File: config.mk
export PLATFORM = sky130hd
export DESIGN_NAME = trp_top
export DESIGN_NICKNAME = d
export VERILOG_FILES = /design/src/rtl/trp_pkg.sv /design/src/rtl/trp_channel.sv /design/src/rtl/trp_sync.sv /design/src/rtl/trp_top.sv
export SDC_FILE = /design/constraint.sdc
export NUM_CORES = 1
export LEC_CHECK = 0
export BUFFER_PORTS_ARGS = -buffer_cell sky130_fd_sc_hd__buf_2
export CORE_ASPECT_RATIO = 0.6
export CORE_UTILIZATION = 58
export DETAILED_ROUTE_END_ITERATION = 10
export PLACE_DENSITY = 0.84
export SLEW_MARGIN = 20
export SYNTH_ARGS = -nofsm -noshare
export SYNTH_HDL_FRONTEND = slang
export SYNTH_SLANG_ARGS = --single-unit
File: constraint.sdc
create_clock -name mclk_i -period 2.41 [get_ports mclk_i]
set_input_delay 0.1205 -clock mclk_i [delete_from_list [all_inputs] [get_ports mclk_i]]
set_output_delay 0.1205 -clock mclk_i [all_outputs]
set_load 0.03 [all_outputs]
File: src/rtl/trp_pkg.sv
package trp_pkg;
	// -------------------------------------------------------------
	// Geometry
	// -------------------------------------------------------------
	localparam int NUM_CH = 4;
	localparam int RETRY_LIMIT = 8;
	localparam int CNT_W = 4;
	localparam int ADDR_W = 4;
	localparam int DATA_W = 32;

	// -------------------------------------------------------------
	// Register offsets (byte addresses)
	// -------------------------------------------------------------
	localparam logic [ADDR_W-1:0] ADDR_CTRL = 4'h0;
	localparam logic [ADDR_W-1:0] ADDR_CFG = 4'h4;
	localparam logic [ADDR_W-1:0] ADDR_DIAG = 4'h8;
	localparam logic [ADDR_W-1:0] ADDR_IRQ_STAT = 4'hC;

	// Extra registers decoded directly at the unused offsets 0x1 and 0x2
	localparam logic [ADDR_W-1:0] ADDR_IRQ_MASK = 4'h1;
	localparam logic [ADDR_W-1:0] ADDR_COUNT = 4'h2;

	// -------------------------------------------------------------
	// Field positions
	// -------------------------------------------------------------
	localparam int CFG_CLEAR_BIT = 0;
	localparam int CFG_REACT_RST_BIT = 1;
	localparam int DIAG_SUMMARY_BIT = 8;
	localparam int DIAG_OT_LSB = 4;

	// -------------------------------------------------------------
	// Reset values and counter increment
	// -------------------------------------------------------------
	localparam logic [NUM_CH-1:0] CH_ZERO = 4'h0;
	localparam logic [CNT_W-1:0] CNT_ZERO = 4'h0;
	localparam logic [CNT_W-1:0] CNT_ONE = 4'h1;
	localparam logic [DATA_W-1:0] DATA_ZERO = 32'h0000_0000;

	// Interrupt events: latch, thermal trip, undervoltage
	localparam int IRQ_W = 3;
	localparam int IRQ_LATCH = 0;
	localparam int IRQ_TRIP = 1;
	localparam int IRQ_UV = 2;

	// -------------------------------------------------------------
	// Channel states
	// -------------------------------------------------------------
	typedef enum logic [1:0] {
		TRP_OFF = 2'b00,
		TRP_ON = 2'b01,
		TRP_COOL = 2'b11,
		TRP_LATCHED = 2'b10
	} trp_state_e;

	// Sensor and supply indications
	typedef struct packed {
		logic [NUM_CH-1:0] abs_trip;
		logic [NUM_CH-1:0] dyn_trip;
		logic [NUM_CH-1:0] temp_ok;
		logic supply_hold_ok;
		logic supply_operate_ok;
		logic logic_supply_ok;
	} trp_sense_s;

	// Register bus request
	typedef struct packed {
		logic [ADDR_W-1:0] addr;
		logic [DATA_W-1:0] wdata;
		logic wr;
		logic rd;
	} trp_bus_s;
endpackage

File: src/rtl/trp_channel.sv
`timescale 1ns/100ps
module trp_channel #(
	parameter int CNT_W = trp_pkg::CNT_W,
	parameter int RETRY_LIMIT = trp_pkg::RETRY_LIMIT
) (
	// Clock and reset
	input wire logic mclk_i,
	input wire logic reset_n_i,
	// Control
	input wire logic request_i,
	input wire logic trip_i,
	input wire logic temp_ok_i,
	input wire logic supply_hold_ok_i,
	input wire logic supply_operate_ok_i,
	input wire logic count_enable_i,
	input wire logic react_rst_i,
	input wire logic clear_i,
	// Status
	output logic on_o,
	output logic latched_o,
	output logic trip_event_o,
	output logic [CNT_W-1:0] count_o
);
	localparam logic [CNT_W-1:0] LIMIT = CNT_W'(RETRY_LIMIT);

	trp_pkg::trp_state_e state;
	trp_pkg::trp_state_e next_state;
	logic [CNT_W-1:0] next_count;
	wire logic shut = state == trp_pkg::TRP_ON && trip_i;
	wire logic at_limit = count_o >= LIMIT;
	wire logic activate = state == trp_pkg::TRP_OFF && request_i &&
		supply_operate_ok_i;

	// Next state
	always_comb begin
		next_state = state;
		case (state)
			trp_pkg::TRP_OFF: begin
				if (activate)
					next_state = trp_pkg::TRP_ON;
			end
			trp_pkg::TRP_ON: begin
				if (trip_i)
					next_state = trp_pkg::TRP_COOL;
				else if (!supply_hold_ok_i || !request_i)
					next_state = trp_pkg::TRP_OFF;
			end
			trp_pkg::TRP_COOL: begin
				if (count_enable_i && at_limit)
					next_state = trp_pkg::TRP_LATCHED;
				else if (temp_ok_i)
					next_state = trp_pkg::TRP_OFF;
			end
			trp_pkg::TRP_LATCHED: begin
				if (clear_i)
					next_state = trp_pkg::TRP_OFF;
			end
			default: next_state = trp_pkg::TRP_OFF;
		endcase
		if (clear_i && state != trp_pkg::TRP_ON)
			next_state = trp_pkg::TRP_OFF;
	end

	// Retry counter
	always_comb begin
		next_count = count_o;
		if (activate && react_rst_i && !at_limit)
			next_count = trp_pkg::CNT_ZERO;
		if (shut && count_enable_i && !at_limit)
			next_count = count_o + trp_pkg::CNT_ONE;
		if (clear_i)
			next_count = trp_pkg::CNT_ZERO;
	end

	always_ff @(posedge mclk_i or negedge reset_n_i) begin
		if (!reset_n_i) begin
			state <= trp_pkg::TRP_OFF;
			count_o <= trp_pkg::CNT_ZERO;
			on_o <= 1'b0;
			latched_o <= 1'b0;
			trip_event_o <= 1'b0;
		end else begin
			state <= next_state;
			count_o <= next_count;
			on_o <= next_state == trp_pkg::TRP_ON;
			latched_o <= next_state == trp_pkg::TRP_LATCHED;
			trip_event_o <= shut;
		end
	end
endmodule

File: src/rtl/trp_sync.sv
`timescale 1ns/100ps
module trp_sync #(
	parameter int WIDTH = 1
) (
	// Clock and reset
	input wire logic mclk_i,
	input wire logic reset_n_i,
	// Data
	input wire logic [WIDTH-1:0] async_i,
	output logic [WIDTH-1:0] sync_o
);
	logic [WIDTH-1:0] stage1;

	// Two-stage synchroniser, first stage feeds only the second
	always_ff @(posedge mclk_i or negedge reset_n_i) begin
		if (!reset_n_i) begin
			stage1 <= '0;
			sync_o <= '0;
		end else begin
			stage1 <= async_i;
			sync_o <= stage1;
		end
	end
endmodule

File: src/rtl/trp_top.sv
// Function
// - Either thermal sensor trip turns channel off
// - Stay off until temperature is acceptable
// - Each protective turn-off adds one
// - At retry limit latch channel off
// - Clear bit resets all counters and flags
// - Requested channels restart right after clear
// - Reset-counter option zeroes count on activation
// - Limp-home counts only with valid logic supply
// - Limp-home without supply: unlimited restarts
// - Clear ignored in limp-home mode
// - Error state in both diagnosis reads
// - Overvoltage: outputs still follow requests
// - Below hold level force all off
// - Switch on only at operate level
// - Limp-home forces OR input combination
// - Summary bit set when any latched
//
// The register offsets and strobed register access were decided locally.
`timescale 1ns/100ps
module trp_top #(
	parameter int NUM_CH = trp_pkg::NUM_CH,
	parameter int RETRY_LIMIT = trp_pkg::RETRY_LIMIT
) (
	// Clock and reset
	input wire logic mclk_i,
	input wire logic reset_n_i,
	// Register port
	input wire trp_pkg::trp_bus_s bus_i,
	output logic [trp_pkg::DATA_W-1:0] rdata_o,
	// Host pins
	input wire logic [NUM_CH-1:0] parallel_input_pin_i,
	input wire logic limp_home_pin_i,
	// Analog indications
	input wire trp_pkg::trp_sense_s sense_i,
	// Outputs
	output logic [NUM_CH-1:0] channel_drive_o,
	output logic any_channel_latched_flag_o,
	output logic irq_o
);
	localparam int SENSE_W = $bits(trp_pkg::trp_sense_s);
	localparam int CW = trp_pkg::CNT_W;

	// -------------------------------------------------------------
	// Input synchronisation
	// -------------------------------------------------------------
	trp_pkg::trp_sense_s sense;
	logic limp;
	logic [NUM_CH-1:0] pin_sync;

	trp_sync #(
		.WIDTH(SENSE_W)
	) u_sense_sync (
		.mclk_i(mclk_i),
		.reset_n_i(reset_n_i),
		.async_i(sense_i),
		.sync_o(sense)
	);

	trp_sync #(
		.WIDTH(NUM_CH + 1)
	) u_pin_sync (
		.mclk_i(mclk_i),
		.reset_n_i(reset_n_i),
		.async_i({limp_home_pin_i, parallel_input_pin_i}),
		.sync_o({limp, pin_sync})
	);

	// -------------------------------------------------------------
	// Registers
	// -------------------------------------------------------------
	logic [NUM_CH-1:0] channel_on_bit;
	logic reactivation_counter_reset_bit;
	logic [trp_pkg::IRQ_W-1:0] irq_status;
	logic [trp_pkg::IRQ_W-1:0] irq_mask;

	// Address decode
	function automatic logic hit(input logic [trp_pkg::ADDR_W-1:0] a,
		input logic [trp_pkg::ADDR_W-1:0] b);
		hit = a == b;
	endfunction

	wire logic wr_ctrl = bus_i.wr && hit(bus_i.addr, trp_pkg::ADDR_CTRL);
	wire logic wr_cfg = bus_i.wr && hit(bus_i.addr, trp_pkg::ADDR_CFG);
	wire logic wr_stat = bus_i.wr && hit(bus_i.addr, trp_pkg::ADDR_IRQ_STAT);
	wire logic wr_mask = bus_i.wr && hit(bus_i.addr, trp_pkg::ADDR_IRQ_MASK);

	wire logic clear_thermal_counters_bit = wr_cfg && !limp &&
		bus_i.wdata[trp_pkg::CFG_CLEAR_BIT];

	// Control register writes
	always_ff @(posedge mclk_i or negedge reset_n_i) begin
		if (!reset_n_i) begin
			channel_on_bit <= trp_pkg::CH_ZERO;
			reactivation_counter_reset_bit <= 1'b0;
			irq_mask <= '0;
		end else begin
			if (wr_ctrl)
				channel_on_bit <= bus_i.wdata[NUM_CH-1:0];
			if (wr_cfg)
				reactivation_counter_reset_bit <=
					bus_i.wdata[trp_pkg::CFG_REACT_RST_BIT];
			if (wr_mask)
				irq_mask <= bus_i.wdata[trp_pkg::IRQ_W-1:0];
		end
	end

	// -------------------------------------------------------------
	// Channel sequencers
	// -------------------------------------------------------------
	logic [NUM_CH-1:0] ch_on;
	logic [NUM_CH-1:0] ch_latched;
	logic [NUM_CH-1:0] ch_trip;
	logic [NUM_CH*CW-1:0] ch_count;

	// limp-home forces OR of pins and bits
	// overvoltage has no effect on requests
	wire logic [NUM_CH-1:0] request = pin_sync | channel_on_bit;

	// limp counts only with logic supply
	wire logic count_enable = !limp || sense.logic_supply_ok;

	genvar g;
	generate
		for (g = 0; g < NUM_CH; g++) begin : g_ch
			// clear returns a cooling or latched channel to off, request restarts it
			trp_channel #(
				.CNT_W(CW),
				.RETRY_LIMIT(RETRY_LIMIT)
			) u_ch (
				.mclk_i(mclk_i),
				.reset_n_i(reset_n_i),
				.request_i(request[g]),
				.trip_i(sense.abs_trip[g] | sense.dyn_trip[g]),
				.temp_ok_i(sense.temp_ok[g]),
				.supply_hold_ok_i(sense.supply_hold_ok),
				.supply_operate_ok_i(sense.supply_operate_ok),
				.count_enable_i(count_enable),
				.react_rst_i(reactivation_counter_reset_bit),
				.clear_i(clear_thermal_counters_bit),
				.on_o(ch_on[g]),
				.latched_o(ch_latched[g]),
				.trip_event_o(ch_trip[g]),
				.count_o(ch_count[g*CW +: CW])
			);
		end
	endgenerate

	// -------------------------------------------------------------
	// Interrupts
	// -------------------------------------------------------------
	logic [trp_pkg::IRQ_W-1:0] irq_event;
	logic latched_any_q;

	assign irq_event[trp_pkg::IRQ_LATCH] = |ch_latched && !latched_any_q;
	assign irq_event[trp_pkg::IRQ_TRIP] = |ch_trip;
	assign irq_event[trp_pkg::IRQ_UV] = !sense.supply_hold_ok && |ch_on;

	wire logic [trp_pkg::IRQ_W-1:0] w1c = wr_stat ?
		bus_i.wdata[trp_pkg::IRQ_W-1:0] : '0;

	// Sticky status, set beats write-one clear
	always_ff @(posedge mclk_i or negedge reset_n_i) begin
		if (!reset_n_i) begin
			irq_status <= '0;
			latched_any_q <= 1'b0;
			irq_o <= 1'b0;
		end else begin
			irq_status <= (irq_status & ~w1c) | irq_event;
			latched_any_q <= |ch_latched;
			irq_o <= |(((irq_status & ~w1c) | irq_event) & irq_mask);
		end
	end

	// -------------------------------------------------------------
	// Read data and outputs
	// -------------------------------------------------------------
	logic [trp_pkg::DATA_W-1:0] next_rdata;
	logic [trp_pkg::DATA_W-1:0] diag_word;
	logic [trp_pkg::DATA_W-1:0] count_word;

	// summary bit from any latched channel
	always_comb begin
		diag_word = trp_pkg::DATA_ZERO;
		diag_word[NUM_CH-1:0] = ch_on;
		diag_word[trp_pkg::DIAG_OT_LSB +: NUM_CH] = ch_latched;
		diag_word[trp_pkg::DIAG_SUMMARY_BIT] = |ch_latched;
		count_word = trp_pkg::DATA_ZERO;
		count_word[NUM_CH*CW-1:0] = ch_count;
	end

	always_comb begin
		next_rdata = trp_pkg::DATA_ZERO;
		if (bus_i.rd) begin
			case (bus_i.addr)
				trp_pkg::ADDR_CTRL:
					next_rdata[NUM_CH-1:0] = channel_on_bit;
				trp_pkg::ADDR_CFG:
					next_rdata[trp_pkg::CFG_REACT_RST_BIT] =
						reactivation_counter_reset_bit;
				trp_pkg::ADDR_DIAG: next_rdata = diag_word;
				trp_pkg::ADDR_IRQ_STAT:
					next_rdata[trp_pkg::IRQ_W-1:0] = irq_status;
				trp_pkg::ADDR_IRQ_MASK:
					next_rdata[trp_pkg::IRQ_W-1:0] = irq_mask;
				trp_pkg::ADDR_COUNT: begin
					next_rdata = count_word;
					next_rdata[trp_pkg::DATA_W-1 -: NUM_CH] = ch_latched;
				end
				default: next_rdata = trp_pkg::DATA_ZERO;
			endcase
		end
	end

	// Registered outputs
	always_ff @(posedge mclk_i or negedge reset_n_i) begin
		if (!reset_n_i) begin
			rdata_o <= trp_pkg::DATA_ZERO;
			channel_drive_o <= trp_pkg::CH_ZERO;
			any_channel_latched_flag_o <= 1'b0;
		end else begin
			rdata_o <= next_rdata;
			channel_drive_o <= ch_on & {NUM_CH{sense.supply_hold_ok}};
			any_channel_latched_flag_o <= |ch_latched;
		end
	end
endmodule

==> run_results.csv, run 1 <==
group,metric,value,unit
worst_setup_path,cp-start-kind,"flip-flop",
power_and_ir_drop,combPwrFrac,16.1,%
drt,via_per_inst,5.45,
yosys,synth-async-reset-ratio,100,%
yosys,yosysUniqueCellTypes,49,
yosys,synth_seq_cells,113,
yosys,synth_edf_count,0,
worst_setup_path,worstSetupPathType,"flip-flop to flip-flop",
yosys,synthCells,363,
yosys,synth_common_cells,"dfrtp_1, nor2_1, o21ai_0",
yosys,seq_area_frac_synth,63.3,%
layout,drive_gt1_share,23.7,%
sta,maxSlewHeadroom,49.3,%
cts,htreeDepth,4,
layout,n_fill_cell,457,
place,place_area,4820,µm²
layout,regArea,2830,µm²
yosys,synth_top_area_cell,"dfrtp_1",
drt,totalWireLength,9520,µm
yosys,synth.most_common_cell,"dfrtp_1",
sta,post-route-min-period,1930,ps
floorplan,core,7360,µm²
floorplan,io_pins,98,
sta,finalHoldViolations,0,
floorplan,dieWidth,115,µm
drt,wl_met2,4430,µm
drt,dr_wl_met3,834,µm
drt,drc,0,
worst_setup_path,cp.arrival,2270,ps
yosys,synth.avg_cell_area,12.3,µm²
global_routing,antenna_found_initial,0,
global_routing,grt_pass1_vias,3026,
layout,fin_area,5720,µm²
cts,cts_tree,"built",
sta,tightest_slew,753,ps
cts,clk_pin_slew,50,ps
layout,stdcell_count,572,
power_and_ir_drop,p_clk_share,43.5,%
global_routing,track_usage,26.6,%
power_and_ir_drop,p_leak,2.77,nW
place,gp_congestion,0.887,
yosys,syn_area,4470,µm²
drt,drtPass1Iterations,5,
power_and_ir_drop,intPower,4.55,mW
place,dp.cells,516,
worst_setup_path,r2r_setup_slack,480,ps
sta,fin_crit_sh,79.9,%
floorplan,die_area,8070,µm²
power_and_ir_drop,p_per_area,1100,nW/µm²
drt,vias,3119,
hold_path,hold_path.class,"primary input to flip-flop",
sta,slew_violations,0,
sta,finClkSkew,8.30,ps
worst_setup_path,worstPathRequired,2750,ps
power_and_ir_drop,p_sw,1.77,mW
floorplan,start_util,60.7,%
drt,first_iter_violations,255,
cts,cts_inserted_buffers,17,
cts,cts_root_buf,"clkbuf_16",
place,hpwl,6110,µm
yosys,yosysTopAreaCellShare,63.3,%
layout,nets,523,
drt,met1_length,4130,µm
run,max_cap_viol_count,0,
power_and_ir_drop,sequentialPowerShare,40.4,%
global_routing,grt_max_degree,89,
layout,diodes,0,
sta,clock.fmax,519,MHz
floorplan,die_h,70.0,µm
power_and_ir_drop,switching_share,28.0,%
drt,wl_per_cell,16.6,µm
global_routing,overflow,0,
worst_setup_path,endpoint_kind,"flip-flop",
layout,multi_input_area,1470,µm²
yosys,synth_area_leaders,"dfrtp_1, mux2_2, and2_1",
worst_setup_path,critPathMaxFanout,12,
drt,ant_nets,0,
place,io_buffers,57,
run_status,status,"finished, final reports clean",
sta,setup_viol,0,
global_routing,grt_pass1_wl,15400,µm
cts,clockBufferDepth,2,
power_and_ir_drop,vdd_drop_max,0.699,mV
floorplan,rows,24,
sta,tns,0,ps
drt,highest_layer,"met4",
cts,cts_sinks,113,
yosys,synthFlopType,"dfrtp_1",
sta,rsz0062_at_grt,"no",
cts,clkLatencyLatePin,410,ps
yosys,ys_warn_count,0,
layout,syn_to_final_growth,28.1,%
layout by cell type, fill, tap and decap left out, drive strengths merged, types with 12 or more instances in the layout:
master         n
mux2          12
dlygate4sd3   24
clkbuf        19
inv           20
conb          12
nor2          26
o21ai         24
buf           59
dfrtp        113
and2          19
routing by layer:
| metal | track usage, % | up-vias |
|---|---|---|
| met3 | 9.11 | 20 |
| met1 | 35.6 | 1508 |
| met5 | 0 | - |
| met2 | 39.7 | 161 |
| met4 | 11.3 | 0 |
| li1 | - | 1430 |
stage by stage:
stage | utilization, % | worst slack, ps | hold WS (ps) | power [mW]
after CTS | 77.8 | 562 | 0.944 | 6.33
after global routing | 77.8 | 463 | 15.4 | 6.59
after floorplan | - | 792 | -175 | 3.17
after detailed placement | 65.5 | 614 | 40.4 | 3.52
after global placement | 65.5 | 653 | 37.5 | 3.44
final | 77.8 | 483 | 17.3 | 6.32
logic make-up after synthesis:
group	after synthesis	synth area share, %
adders and majority gates	8	2.24
other	1	0.0839
and+or+nand+nor	110	13.9
buffers and inverters	41	4.68
DFF	113	63.3
muxes	19	4.59
AOI/OAI and AO/OA	71	11.3
what timing repair did:
action	4_1_cts	5_1_grt
gates resized for setup	0	0
hold buffers	24	0
endpoints found under the setup margin	0	0
hold endpoints to repair	49	0
setup buffers	0	0
flip-flops by register name, indices dropped and copies added (netlist names), 5 cells and up:
name	flops
u_pin_sync.stage1	5
rdata_o	20
u_sense_sync.stage1	15
g_ch.u_ch.count_o	16
g_ch.u_ch.state	8
u_sense_sync.sync_o	15
u_pin_sync.sync_o	5
area by class of cell:
cell class / instances / area share, %
Clock inverter: 13 / 3.65
Timing Repair Buffer: 83 / 9.71
Multi-Input combinational cell: 220 / 25.7
Sequential cell: 113 / 49.4
Clock buffer: 19 / 7.91
Inverter: 20 / 1.31
Tap cell: 104 / 2.27
worst paths after layout:
kind / from / endpoint / cells past startpoint
max: u_pin_sync.sync_o[4]$_DFF_PN0_ / g_ch[2].u_ch.latched_o$_DFF_PN0_ / 4
min: bus_i[0] / rdata_o[1]$_DFF_PN0_ / 2
max reg2reg: u_pin_sync.sync_o[4]$_DFF_PN0_ / g_ch[2].u_ch.latched_o$_DFF_PN0_ / 4
min reg2reg: u_pin_sync.stage1[0]$_DFF_PN0_ / u_pin_sync.sync_o[0]$_DFF_PN0_ / 0
max in group asynchronous: reset_n_i / u_sense_sync.sync_o[7]$_DFF_PN0_ / 3
min in group asynchronous: reset_n_i / rdata_o[29]$_DFF_PN0_ / 2
worst max-delay path: stages (launching register included):
cell and delay (ps):
dfrtp_1 400, nand2b_1 400, a211oi_1 150, o32ai_1 670, and2_1 230
power groups by stage:
stage                     logic (mW)  registers (mW)  clock network (mW)
after global placement         0.900            2.54                   0
after global routing            1.12            2.59                2.88
after floorplan                0.654            2.52                   0
after detailed placement       0.954            2.56                   0
final                           1.02            2.55                2.75
after CTS                       1.01            2.54                2.77
Note: power is estimated with default switching activity, not from simulation.
==> run 2, diff against run 1 <==
--- a/config.mk
+++ b/config.mk
@@ -5,11 +5,12 @@
 export SDC_FILE = /design/constraint.sdc
 export NUM_CORES = 1
 export LEC_CHECK = 0
+export ABC_AREA = 1
 export BUFFER_PORTS_ARGS = -buffer_cell sky130_fd_sc_hd__buf_2
 export CORE_ASPECT_RATIO = 0.6
-export CORE_UTILIZATION = 58
+export CORE_UTILIZATION = 49
 export DETAILED_ROUTE_END_ITERATION = 10
-export PLACE_DENSITY = 0.84
+export PLACE_DENSITY = 0.76
 export SLEW_MARGIN = 20
 export SYNTH_ARGS = -nofsm -noshare
 export SYNTH_HDL_FRONTEND = slang
==> constraint.sdc (replaced) <==
create_clock -name mclk_i -period 1.7 [get_ports mclk_i]
set_input_delay 0.085 -clock mclk_i [delete_from_list [all_inputs] [get_ports mclk_i]]
set_output_delay 0.085 -clock mclk_i [all_outputs]
set_load 0.03 [all_outputs]
==> run 2 against run 1 <==
Clock power increased by 40%; cell area increased by 5.6%; sequential share of layout area decreased by 2.6 points; routed wire length increased by 8.6%; non-clock buffer count increased by 3; highest routed layer unchanged.
==> run_results.csv, run 2 <==
group,metric,value,unit
yosys,synth_common_cells,"dfrtp_1, nand2_1, inv_1, nor2_1, nand3_1",
place,dp.cells,686,
yosys,synth.avg_cell_area,9.43,µm²
drt,ant_nets,0,
floorplan,core,9260,µm²
place,place_area,5160,µm²
global_routing,grt_pass1_vias,3463,
worst_setup_path,critical-path-slowest-cell,"dfrtp_1",
cts,clkLatencyLatePin,410,ps
sta,timing.hold.ws,12.5,ps
cts,cts_sinks,113,
sta,tns,0,ps
layout,fin_area,6040,µm²
global_routing,overflow,0,
drt,drc,0,
worst_setup_path,endpoint_kind,"flip-flop",
cts,cts_inserted_buffers,17,
global_routing,track_usage,23.2,%
yosys,synth-async-reset-ratio,100,%
worst_setup_path,crit_chain,"inv_1, nand2_1, nor2_1, nand3_1, inv_1, nand3_1, o21ai_2",
drt,vias,3689,
cts,clk_pin_slew,60,ps
yosys,synth.most_common_cell,"dfrtp_1",
place,io_buffers,57,
yosys,synth_seq_cells,113,
layout,diodes,0,
sta,post-route-min-period,1480,ps
floorplan,die_h,77.9,µm
yosys,synthCells,499,
layout,post-route-util,65.3,%
floorplan,io_pins,98,
drt,wl_per_cell,13.9,µm
cts,cts_tree,"built",
floorplan,rows,27,
global_routing,grt_busiest_layer,"met1",
worst_setup_path,cp-start-kind,"flip-flop",
worst_setup_path,cp_slowest_stage_delay,430,ps
power_and_ir_drop,p_total,8.95,mW
drt,first_iter_violations,343,
floorplan,die_area,10000,µm²
yosys,synthFlopType,"dfrtp_1",
sta,setup_ws,220,ps
global_routing,antenna_found_initial,0,
floorplan,start_util,50.9,%
cts,cts_resized,0,
layout,final_common_cell,"dfrtp_1",
worst_setup_path,worstSetupPathType,"flip-flop to flip-flop",
power_and_ir_drop,p_per_area,1480,nW/µm²
global_routing,grtUsageMet1,33.1,%
yosys,synth_top_area_cell,"dfrtp_1",
cts,cts_setup_buffers,0,
cts,hold_buffers,23,
cts,htreeDepth,4,
hold_path,hold_path.class,"primary input to flip-flop",
layout,largest_reg_flops,20,
sta,finalHoldViolations,0,
sta,finClkSkew,5.63,ps
yosys,yosysTopAreaCellShare,60.1,%
yosys,synth_area_leaders,"dfrtp_1, nand2_1, inv_1",
place,gp_congestion,0.905,
drt,totalWireLength,10300,µm
layout,most-common-layout-cells,"dfrtp_1, nand2_1, inv_1, nor2_1, buf_2",
sta,slew_violations,0,
sta,rsz0062_at_grt,"no",
drt,via_per_inst,4.98,
sta,fin_crit_sh,87.0,%
yosys,yosysUniqueCellTypes,24,
global_routing,use_met3,8.34,%
layout,drive_gt1_share,19.1,%
worst_setup_path,cp.arrival,1820,ps
layout,top_register,"rdata_o",
yosys,synth_edf_count,0,
worst_setup_path,worstPathRequired,2040,ps
layout,syn_to_final_growth,28.4,%
yosys,seq_area_frac_synth,60.1,%
cts,cts_root_buf,"clkbuf_16",
sta,setup_viol,0,
place,hpwl,7240,µm
power_and_ir_drop,vdd_drop_max,0.871,mV
global_routing,met2_usage,32.3,%
worst_setup_path,critPathMaxFanout,6,
run,max_cap_viol_count,0,
layout,reg.largest.list,"rdata_o (20), g_ch.u_ch.count_o (16)",
cts,clockBufferDepth,2,
yosys,ys_warn_count,0,
place,place_ws,265,ps
yosys,syn_area,4710,µm²
sta,clock.fmax,676,MHz
floorplan,dieWidth,129,µm
run_status,status,"finished, final reports clean",
global_routing,grt_max_degree,44,
power_and_ir_drop,p_leak,3.23,nW
layout,stdcell_count,741,
drt,drtPass1Iterations,5,
global_routing,grt_pass1_wl,16900,µm
layout,nets,666,
## run 2: cell types whose count changed in the layout (fill, tap and decap cells not counted), moves of 9 or more
cell,previous run,this run
nand3_1,6,37
nand2_1,11,91
and2_1,19,0
nor2b_1,11,0
nor2_1,24,74
o21ai_0,23,10
nor4_1,9,0
mux2_2,12,0
inv_1,20,74
nand4_1,0,30
## run 2: kinds of logic after synthesis
| kind of cell | after synthesis | synth area share (%) |
|---|---|---|
| flip-flops | 113 | 60.1 |
| AO/OA/AOI/OAI | 31 | 4.15 |
| other | 1 | 0.0797 |
| adder cells (fa/ha/maj) | 8 | 2.13 |
| AND/OR/NAND/NOR | 247 | 24.0 |
| XOR/XNOR | 4 | 0.744 |
| buffers and inverters | 95 | 8.85 |
## run 2: power breakdown
part           switching [mW]  internal (mW)  leakage (nW)
combinational            1.08          0.526          1.52
sequential              0.366           3.12          1.41
clock                    1.25           2.61         0.305
total                    2.69           6.26          3.23
## run 2: final cells by class
class	count	area, µm²
inverters	78	293
multi-input cells	302	1500
fillers	747	3210
clock inverters	11	175
well taps	130	163
clock buffers	21	480
repair buffers	86	601
flip-flops and latches	113	2830
## run 2: final timing paths
check / startpoint / end / slack, ps / cells past startpoint
setup / recovery: g_ch[1].u_ch.state[1]$_DFF_PN0_ / g_ch[1].u_ch.count_o[1]$_DFFE_PN0P_ / 220 / 7
min in group asynchronous: reset_n_i / irq_o$_DFF_PN0_ / 160 / 2
setup reg to reg: g_ch[1].u_ch.state[1]$_DFF_PN0_ / g_ch[1].u_ch.count_o[1]$_DFFE_PN0P_ / 220 / 7
max in group asynchronous: reset_n_i / u_sense_sync.sync_o[7]$_DFF_PN0_ / 980 / 3
hold / removal: bus_i[4] / irq_status[2]$_DFF_PN0_ / 10 / 4
hold reg to reg: u_pin_sync.stage1[1]$_DFF_PN0_ / u_pin_sync.sync_o[1]$_DFF_PN0_ / 340 / 0
## run 2: layer usage
layer  vias up  part of all wire (%)
li1       1760                     -
met1      1729                    48
met2       188                    42
met3        12                   9.3
met4         0                   1.2
met5         -                     0
## run 2: critical path, delay by kind of cell (launching register included)
family | cells | cell delay [ps]
AOI/OAI and AO/OA | 1 | 60
buffers and inverters | 2 | 230
DFF | 1 | 430
and+or+nand+nor | 4 | 680
